File: src/logic/ppm_pkg.sv
// Constants, types and access port structs for the power and error-check capability bank
// Operation
// - Ratio capability bit 29 reads the programmable turbo power-limit flag.
// - Ratio capability bits 47:40 read the best-efficiency ratio, 100MHz steps.
// - Idle config bits 2:0 hold a read/write package limit, factory default at reset.
// - Limit codes decode to no-package, C2, C6, C6 retained, C7, C7s, unlimited.
// - No limit code ever selects C3.
// - Bit 10 set turns I/O reads at the capture base into monitor-wait.
// - Bit 15 is a lock; once set, bits 15:0 ignore writes until reset.
// - Error-check capability is read-only; bits 7:0 give the bank count.
package ppm_pkg;

  // ----------------------------------------------------------------------
  // Register addresses
  // ----------------------------------------------------------------------
  localparam logic [31:0] RATIO_CAP_ADDR   = 32'h0000_00ce;
  localparam logic [31:0] IDLE_CFG_ADDR    = 32'h0000_00e2;
  localparam logic [31:0] ERR_CAP_ADDR     = 32'h0000_0179;

  // ----------------------------------------------------------------------
  // Field positions
  // ----------------------------------------------------------------------
  localparam int TDP_PROG_BIT      = 29;
  localparam int EFF_RATIO_LSB     = 40;
  localparam int EFF_RATIO_MSB     = 47;
  localparam int LIMIT_LSB         = 0;
  localparam int LIMIT_MSB         = 2;
  localparam int IO_REDIR_BIT      = 10;
  localparam int LOCK_BIT          = 15;
  localparam int BANK_CNT_LSB      = 0;
  localparam int BANK_CNT_MSB      = 7;
  localparam int FEAT_LSB          = 8;
  localparam int FEAT_CNT          = 4;

  // ----------------------------------------------------------------------
  // Fixed capability and reset values (plain defaults)
  // ----------------------------------------------------------------------
  localparam logic       TDP_PROG_VAL   = 1'h1;
  localparam logic [7:0] EFF_RATIO_VAL  = 8'h08;
  localparam logic [7:0] BANK_CNT_VAL   = 8'h14;
  // Order: global control, extended state, corrected irq, threshold status
  localparam logic [3:0] FEAT_VAL       = 4'h5;
  localparam logic [2:0] LIMIT_RST_VAL  = 3'h7;
  localparam logic       IO_REDIR_RST   = 1'h0;
  localparam logic       LOCK_RST       = 1'h0;

  // ----------------------------------------------------------------------
  // Limit encodings
  // ----------------------------------------------------------------------
  localparam logic [2:0] LIM_NONE_PKG = 3'h0;
  localparam logic [2:0] LIM_C2       = 3'h1;
  localparam logic [2:0] LIM_C6_NORET = 3'h2;
  localparam logic [2:0] LIM_C6_RET   = 3'h3;
  localparam logic [2:0] LIM_C7       = 3'h4;
  localparam logic [2:0] LIM_C7S      = 3'h5;
  localparam logic [2:0] LIM_UNLIM    = 3'h7;

  typedef enum logic [2:0] {
    PKG_ST_C0C1,
    PKG_ST_C2,
    PKG_ST_C6_NORET,
    PKG_ST_C6_RET,
    PKG_ST_C7,
    PKG_ST_C7S,
    PKG_ST_UNLIMITED
  } ppm_pkg_state_t;

  typedef struct packed {
    logic        rd;
    logic        wr;
    logic [31:0] addr;
    logic [63:0] wdata;
  } ppm_req_t;

  typedef struct packed {
    logic        valid;
    logic        fault;
    logic [63:0] rdata;
  } ppm_rsp_t;

  typedef struct packed {
    logic        valid;
    logic [15:0] port;
  } ppm_io_rd_t;

endpackage

File: src/logic/ppm_regs.sv
// Power, idle-state and error-check capability register bank
`timescale 1ns/1ps
module ppm_regs
  import ppm_pkg::*;
(
  input  wire logic           sys_clk_i,
  input  wire logic           reset_i,
  input  wire ppm_req_t       req_i,
  output ppm_rsp_t            rsp_o,
  input  wire logic [15:0]    io_capture_base_i,
  input  wire ppm_io_rd_t     io_rd_i,
  output logic                monitor_wait_redirect_o,
  output logic                io_read_pass_o,
  output ppm_pkg_state_t      pkg_limit_state_o,
  output logic                cfg_locked_o
);

  // ----------------------------------------------------------------------
  // Stored configuration
  // ----------------------------------------------------------------------
  logic [2:0]      limit_r;
  logic [2:0]      limit_nxt;
  logic            io_redir_r;
  logic            io_redir_nxt;
  logic            lock_r;
  logic            lock_nxt;

  // ----------------------------------------------------------------------
  // Registered outputs
  // ----------------------------------------------------------------------
  ppm_rsp_t        rsp_r;
  ppm_rsp_t        rsp_nxt;
  logic            mon_wait_r;
  logic            mon_wait_nxt;
  logic            pass_r;
  logic            pass_nxt;
  ppm_pkg_state_t  state_r;
  ppm_pkg_state_t  state_nxt;

  // ----------------------------------------------------------------------
  // Access decode
  // ----------------------------------------------------------------------
  wire logic        hit_ratio = (req_i.addr == RATIO_CAP_ADDR);
  wire logic        hit_idle  = (req_i.addr == IDLE_CFG_ADDR);
  wire logic        hit_err   = (req_i.addr == ERR_CAP_ADDR);
  wire logic        hit_any   = hit_ratio | hit_idle | hit_err;
  wire logic        access    = req_i.rd | req_i.wr;

  // Writes to read-only or unmapped addresses fault; locked writes drop quietly
  wire logic        miss      = access & ~hit_any;
  wire logic        wr_ro     = req_i.wr & (hit_ratio | hit_err);
  wire logic        bad_acc   = miss | wr_ro;
  wire logic        rd_ok     = req_i.rd & ~bad_acc;
  wire logic        idle_wr   = req_i.wr & hit_idle & ~lock_r;

  // ----------------------------------------------------------------------
  // Write fields; nothing outside them is ever stored
  // ----------------------------------------------------------------------
  wire logic [2:0]  wr_limit  = req_i.wdata[LIMIT_MSB:LIMIT_LSB];
  wire logic        wr_redir  = req_i.wdata[IO_REDIR_BIT];
  wire logic        wr_lock   = req_i.wdata[LOCK_BIT];

  // ----------------------------------------------------------------------
  // Feature presence flags, one per optional error-check feature
  // ----------------------------------------------------------------------
  logic [FEAT_CNT-1:0] feat_flags;

  for (genvar f = 0; f < FEAT_CNT; f++) begin : g_feat
    assign feat_flags[f] = FEAT_VAL[f];
  end

  // ----------------------------------------------------------------------
  // Ratio capability word
  // ----------------------------------------------------------------------
  logic [63:0] ratio_word;

  always_comb begin
    ratio_word = 64'h0;
    ratio_word[TDP_PROG_BIT] = TDP_PROG_VAL;
    ratio_word[EFF_RATIO_MSB:EFF_RATIO_LSB] = EFF_RATIO_VAL;
  end

  // ----------------------------------------------------------------------
  // Idle-state configuration word
  // ----------------------------------------------------------------------
  logic [63:0] idle_word;

  always_comb begin
    idle_word = 64'h0;
    idle_word[LIMIT_MSB:LIMIT_LSB] = limit_r;
    idle_word[IO_REDIR_BIT] = io_redir_r;
    idle_word[LOCK_BIT] = lock_r;
  end

  // ----------------------------------------------------------------------
  // Error-check capability word
  // ----------------------------------------------------------------------
  logic [63:0] err_word;

  always_comb begin
    err_word = 64'h0;
    err_word[BANK_CNT_MSB:BANK_CNT_LSB] = BANK_CNT_VAL;
    err_word[FEAT_LSB +: FEAT_CNT] = feat_flags;
  end

  // ----------------------------------------------------------------------
  // Read selection and response
  // ----------------------------------------------------------------------
  wire logic [63:0] rd_mux = hit_ratio ? ratio_word :
                             hit_idle  ? idle_word  :
                             hit_err   ? err_word   : 64'h0;

  // Faulted and write cycles return zero data
  assign rsp_nxt = '{valid: access,
                     fault: bad_acc,
                     rdata: rd_ok ? rd_mux : 64'h0};

  // ----------------------------------------------------------------------
  // Configuration next values; a set lock freezes all three fields
  // ----------------------------------------------------------------------
  assign limit_nxt    = idle_wr ? wr_limit : limit_r;
  assign io_redir_nxt = idle_wr ? wr_redir : io_redir_r;
  assign lock_nxt     = idle_wr ? wr_lock  : lock_r;

  // ----------------------------------------------------------------------
  // Limit decode; code 110 has no meaning and is treated as the shallowest
  // ----------------------------------------------------------------------
  always_comb begin
    case (limit_r)
      LIM_NONE_PKG: state_nxt = PKG_ST_C0C1;
      LIM_C2:       state_nxt = PKG_ST_C2;
      LIM_C6_NORET: state_nxt = PKG_ST_C6_NORET;
      LIM_C6_RET:   state_nxt = PKG_ST_C6_RET;
      LIM_C7:       state_nxt = PKG_ST_C7;
      LIM_C7S:      state_nxt = PKG_ST_C7S;
      LIM_UNLIM:    state_nxt = PKG_ST_UNLIMITED;
      default:      state_nxt = PKG_ST_C0C1;
    endcase
  end

  // ----------------------------------------------------------------------
  // I/O read redirection
  // ----------------------------------------------------------------------
  wire logic io_hit = io_rd_i.valid & (io_rd_i.port == io_capture_base_i);
  wire logic redir  = io_hit & io_redir_r;

  // A read that is not redirected passes, so every read gets one answer
  assign mon_wait_nxt = redir;
  assign pass_nxt     = io_rd_i.valid & ~redir;

  // ----------------------------------------------------------------------
  // Configuration registers; only reset clears the lock
  // ----------------------------------------------------------------------
  always_ff @(posedge sys_clk_i or posedge reset_i) begin
    if (reset_i) begin
      limit_r <= LIMIT_RST_VAL;
    end else begin
      limit_r <= limit_nxt;
    end
  end

  always_ff @(posedge sys_clk_i or posedge reset_i) begin
    if (reset_i) begin
      io_redir_r <= IO_REDIR_RST;
    end else begin
      io_redir_r <= io_redir_nxt;
    end
  end

  always_ff @(posedge sys_clk_i or posedge reset_i) begin
    if (reset_i) begin
      lock_r <= LOCK_RST;
    end else begin
      lock_r <= lock_nxt;
    end
  end

  // ----------------------------------------------------------------------
  // Answer registers
  // ----------------------------------------------------------------------
  always_ff @(posedge sys_clk_i or posedge reset_i) begin
    if (reset_i) begin
      rsp_r <= '0;
    end else begin
      rsp_r <= rsp_nxt;
    end
  end

  always_ff @(posedge sys_clk_i or posedge reset_i) begin
    if (reset_i) begin
      mon_wait_r <= 1'h0;
    end else begin
      mon_wait_r <= mon_wait_nxt;
    end
  end

  always_ff @(posedge sys_clk_i or posedge reset_i) begin
    if (reset_i) begin
      pass_r <= 1'h0;
    end else begin
      pass_r <= pass_nxt;
    end
  end

  always_ff @(posedge sys_clk_i or posedge reset_i) begin
    if (reset_i) begin
      state_r <= PKG_ST_C0C1;
    end else begin
      state_r <= state_nxt;
    end
  end

  // ----------------------------------------------------------------------
  // Output ports
  // ----------------------------------------------------------------------
  assign rsp_o                   = rsp_r;
  assign monitor_wait_redirect_o = mon_wait_r;
  assign io_read_pass_o          = pass_r;
  assign pkg_limit_state_o       = state_r;
  assign cfg_locked_o            = lock_r;

endmodule

File: config.mk
export PLATFORM = sky130hd
export DESIGN_NAME = ppm_regs
export DESIGN_NICKNAME = d
export VERILOG_FILES = /design/src/logic/ppm_pkg.sv /design/src/logic/ppm_regs.sv
export SDC_FILE = /design/constraint.sdc
export NUM_CORES = 1
export LEC_CHECK = 0
export BUFFER_PORTS_ARGS = -buffer_cell sky130_fd_sc_hd__clkbuf_2
export CORE_AREA = 2 2 89 65
export CTS_BUF_LIST = sky130_fd_sc_hd__clkbuf_8
export DETAILED_ROUTE_END_ITERATION = 6
export DIE_AREA = 0 0 91 67
export PLACE_DENSITY = 0.81
export SLEW_MARGIN = 15
export SYNTH_ARGS = -nofsm -noshare
export SYNTH_HDL_FRONTEND = slang
export SYNTH_SLANG_ARGS = --single-unit
File: constraint.sdc
create_clock -name sys_clk_i -period 1.1 [get_ports sys_clk_i]
set_input_delay 0.11 -clock sys_clk_i [delete_from_list [all_inputs] [get_ports sys_clk_i]]
set_output_delay 0.11 -clock sys_clk_i [all_outputs]
set_load 0.005 [all_outputs]
==> Word level (Yosys, flattened, before mapping) <==
Index checks and enable logic that the tools add are counted.
{ "word_totals": {"register_bits": 56, "word_cells": 41, "output_inout_bits": 72, "in_bits": 133} }
{ "classes": {"bitwise_logic": 17, "n_mux": 5, "eq_ne": 10} }
{ "op_table": {"columns": ["op", "count"], "rows": [
  ["44-bit two-way mux", 2],
  ["32-bit by 8-bit equality test with 1-bit output, second input constant", 2],
  ["32-bit by 9-bit equality test with 1-bit output, second input constant", 1],
  ["3-bit case mux with 6 select lines", 1],
  ["16-bit equality test", 1],
  ["16-bit two-way mux", 1],
  ["11-bit two-way mux", 1],
  ["3-bit equality test, second input constant", 3],
  ["1-bit AND", 8],
  ["3-bit by 2-bit equality test with 1-bit output, second input constant", 2],
  ["1-bit bitwise OR", 5],
  ["1-bit inverter", 4],
  ["3-bit by 1-bit equality test with 1-bit output, second input constant", 1]
]} }

==> Depth between registers and ports, before layout <==
{ "logic_depth": {"depth_word": 9, "mapped_depth": 5, "mapped_depth_nobuf": 5} }

==> Worst setup path after synthesis <==
OpenSTA, ideal clock, no wires.
{ "synth_timing": {"path_type": "input -> register", "start": "input req_i[86] in the netlist's numbering", "end": "register io_redir_r", "n_path_buf": 0, "arrival_time_ns": 1.414, "setup_ns": 0.125, "required_ns": 0.975, "path_slack_ns": -0.439, "path_stages": 4, "path_cell_list": "or4_4 nor3_1 and4b_1 mux2_2"} }
{ "synth_via": {"elab_chain_len": 3} }
{ "synth_rtl": {"columns": ["element", "line", "text"], "rows": [
  ["start, declared", "ppm_regs.sv:8", "input wire ppm_req_t req_i,"],
  ["32-bit by 8-bit equality test with 1-bit output", "ppm_regs.sv:44", "wire logic hit_idle = (req_i.addr == IDLE_CFG_ADDR);"],
  ["1-bit AND (2 in series)", "ppm_regs.sv:54", "wire logic idle_wr = req_i.wr & hit_idle & ~lock_r;"],
  ["end signal, assigned", "ppm_regs.sv:166", "io_redir_r <= io_redir_nxt;"],
  ["end, declared", "ppm_regs.sv:23", "logic io_redir_r;"]
]} }
Every way passes these cells.
A chain may end at the register's enable or synchronous reset.

==> Worst setup path in the final report <==
Same ends and word-level chain as after synthesis.

==> impl_results.md <==
* Synth area leaders: buf_4, dfrtp_1, xor2_1
* First-pass GRT wire length at 4.78 mm
* Adder-Cell Fraction of Synth Area at 0%
* Largest area contributor in the netlist: buf_4
* Syn avg cell area at 9.75 sq um
* Total Nets Final at 390
* GPL Wtd Cong at 0.741
* FMAX at 0.762 GHz
* DRC at 0
* CP endpoint kind: flop
* Final hold viol count at 0
* Commonest non-fill, non-tap cells in the layout: clkbuf_2, conb_1, dfrtp_1
* Critical path fanouts, max at 4
* Power per cell area at 733 nW/um^2
* Tmin final at 1.31 ns
* Yosys top cell area share at 28.9%
* Status: finished, violations left
* Total number of vias at 1238
* Max-Cap Viols at 0
* Synth Warn # at 0
* Crit path cell chain: clkbuf_2 > or4_4 > nor3_2 > and4b_2 > mux2_4
* Critical Path AT at 1.46 ns
* Gr ovfl total at 0
* Vias in the first global route at 1093
* H-tree levels at 1
* Xor-xnor portion of the synthesized cell area at 9.45%
* Failing checks: negative setup slack
* Later-pin clock latency in the skew report at 0.26 ns
* I/O Buffers at 90
* HP Class: in2reg
* Largest family of logic cells by synthesized area: buffers and inverters
* Initial antenna violation count at 0
* Top Family by Delay on Critical Path: simple AND/OR/NAND/NOR gates
* DR iter-0 viols at 18
* Simple-gate share of the synthesized area at 20.9%
* Maximum root-to-sink buffer count at 2
* Reg clk slew, reported paths at 0.07 ns
* Max-slew violation count at 0
* Area Growth Syn to Fin at 39.6%
* Core ar. at 5170 sq um
* CP required at 1.25 ns
* Slowest stage delay, CP at 0.54 ns
* Clk_skew at 0.00584 ns
* Hold_ws at 0.0756 ns
* Post-DP HPWL at 2.74 mm
* Die area at 6100 sq um
* #FFs+latches synth at 19
* Fraction of synthesized area in multiplexers at 3.04%
* Num CTS Buffers at 3
* Starting Density at 28.7%
* # setup viols final at 12
* Worst vdd rail ir drop at 0.367 mV
* Global-route usage over all layers at 9.59%
* Diodes inserted at 0
* Ys async rst share at 100%
* Worst r2r path cells at 2
* Die Y at 67 microns
* Type of origin of the critical path: input port
* Share of cells above drive strength 1 at 51.6%
* Power Total at 1520 uW
* WL per Instance at 9.85 microns
* WL final at 3.23 mm
* Period utilization at 119%
* RSZ-0062 raised after global routing: yes
* WHS Path Cells at 2
* Sequential share of the synthesized area at 32.3%
* CTS root buf: clkbuf_8
* Synth Flop Type: dfrtp_1
* P_leak at 0.00115 uW
* Pre-CTS WS at -0.505 ns
* # rows at 22
* CTS tree: yes
* Via/cell ratio at 3.77
* Synth Cell Area at 1480 sq um
* Crit path max-delay cell type: or4_4
* Cells after Synth at 152
* Final WS setup at -0.213 ns
* Post-DRT Antenna Nets at 0
* Count of cell types in the netlist at 36
* EDFF count, synth at 0
* Setup tns final at -1.80 ns
* Compound-cell area share of the yosys netlist at 4.64%
* Most common cell after layout, fill and taps aside: clkbuf_2
* Kind of critical path: in2reg
* Io pins at 205
* Initial DRT Pass Iterations at 4
* CTS Sinks at 19
* WP depth at 5
* Worst path bufs/invs at 1
* Die Wd at 91 microns
* Largest net degree at the start of global routing at 20
* Post-layout util at 40.0%
## stage by stage
step	cells	area (sq um)
6_report	328	2070
2_1_floorplan	206	1710
3_3_place_gp	321	1900
5_1_grt	328	2070
4_1_cts	328	2010
3_5_place_dp	321	1900
## synth_stat cells (2+ instances only)
cell	number
nand3_1	3
mux2_2	2
nor3_1	3
nor4_1	5
and2_1	3
inv_1	2
buf_4	57
dfstp_2	3
and4b_1	3
dfrtp_1	16
a21oi_1	4
mux2_1	2
xnor2_1	4
nor4_2	2
xor2_1	12
or4_4	2
nand2_1	5
nor2_1	4
nand4b_1	2
a21boi_0	2
## routing by layer
layer	routed length [microns]	global-route usage [%]	up-vias
met5	0	0	-
met4	22	2.84	0
met3	290	1.58	2
met2	1740	17.6	66
met1	1180	11.7	556
li1	-	-	614
## worst register-to-register path, cell delays in order, from the launching register on
cell	delay (ns)
dfrtp_1	0.38
and4b_2	0.35
mux2_4	0.31
## cells by family (layout without fill, tap and decap cells)
kind of cell | after synthesis | after routing
other cells | 1 | 55
flops | 19 | 19
buf+inv | 59 | 109
simple gates | 43 | 43
mux | 4 | 4
compound gates | 10 | 10
xor+xnor | 16 | 16
## final timing paths
| kind | start | slack, ns | end |
|---|---|---|---|
| worst max-delay path | req_i[86] | -0.21 | io_redir_r |
| worst min-delay path | req_i[1] | 0.08 | limit_r[1] |
| worst max register to register | cfg_locked_o | -0.05 | io_redir_r |
| worst min register to register | limit_r[1] | 0.54 | pkg_limit_state_o[1] |
| max in group asynchronous | reset_i | 0.45 | limit_r[2] |
| min in group asynchronous | reset_i | 0.39 | rsp_o[8] |
## flip-flops by register name, summed over array words and instances (netlist names)
signal / count
cfg_locked_o: 1
rsp_o: 9
io_read_pass_o: 1
limit_r: 3
io_redir_r: 1
pkg_limit_state_o: 3
monitor_wait_redirect_o: 1
## what timing repair did
action                                 in CTS  in global routing
setup endpoints to repair                  13                 14
hold buffers                                1                  0
pin swaps                                   6                  4
gates resized for setup                     9                 12
buffers inserted                            2                  0
endpoints found under the hold margin      16                  0
## final cells by class
class | count | area (sq um)
fill | 537 | 3110
multi-input combinational | 128 | 880
timing repair buffer | 103 | 567
sequential | 19 | 479
tap | 72 | 90.1
clock buffer | 3 | 41.3
inverter | 2 | 7.51
clock inverter | 1 | 5.00
## power breakdown
part,internal [uW],leakage [uW],total (uW),switching [uW]
combinational,169,0.000884,341,172
clock,252,0.0000255,471,219
sequential,705,0.000245,706,1.14
total,1120,0.00115,1520,393
No activity file was read; power rests on OpenSTA's default activity.
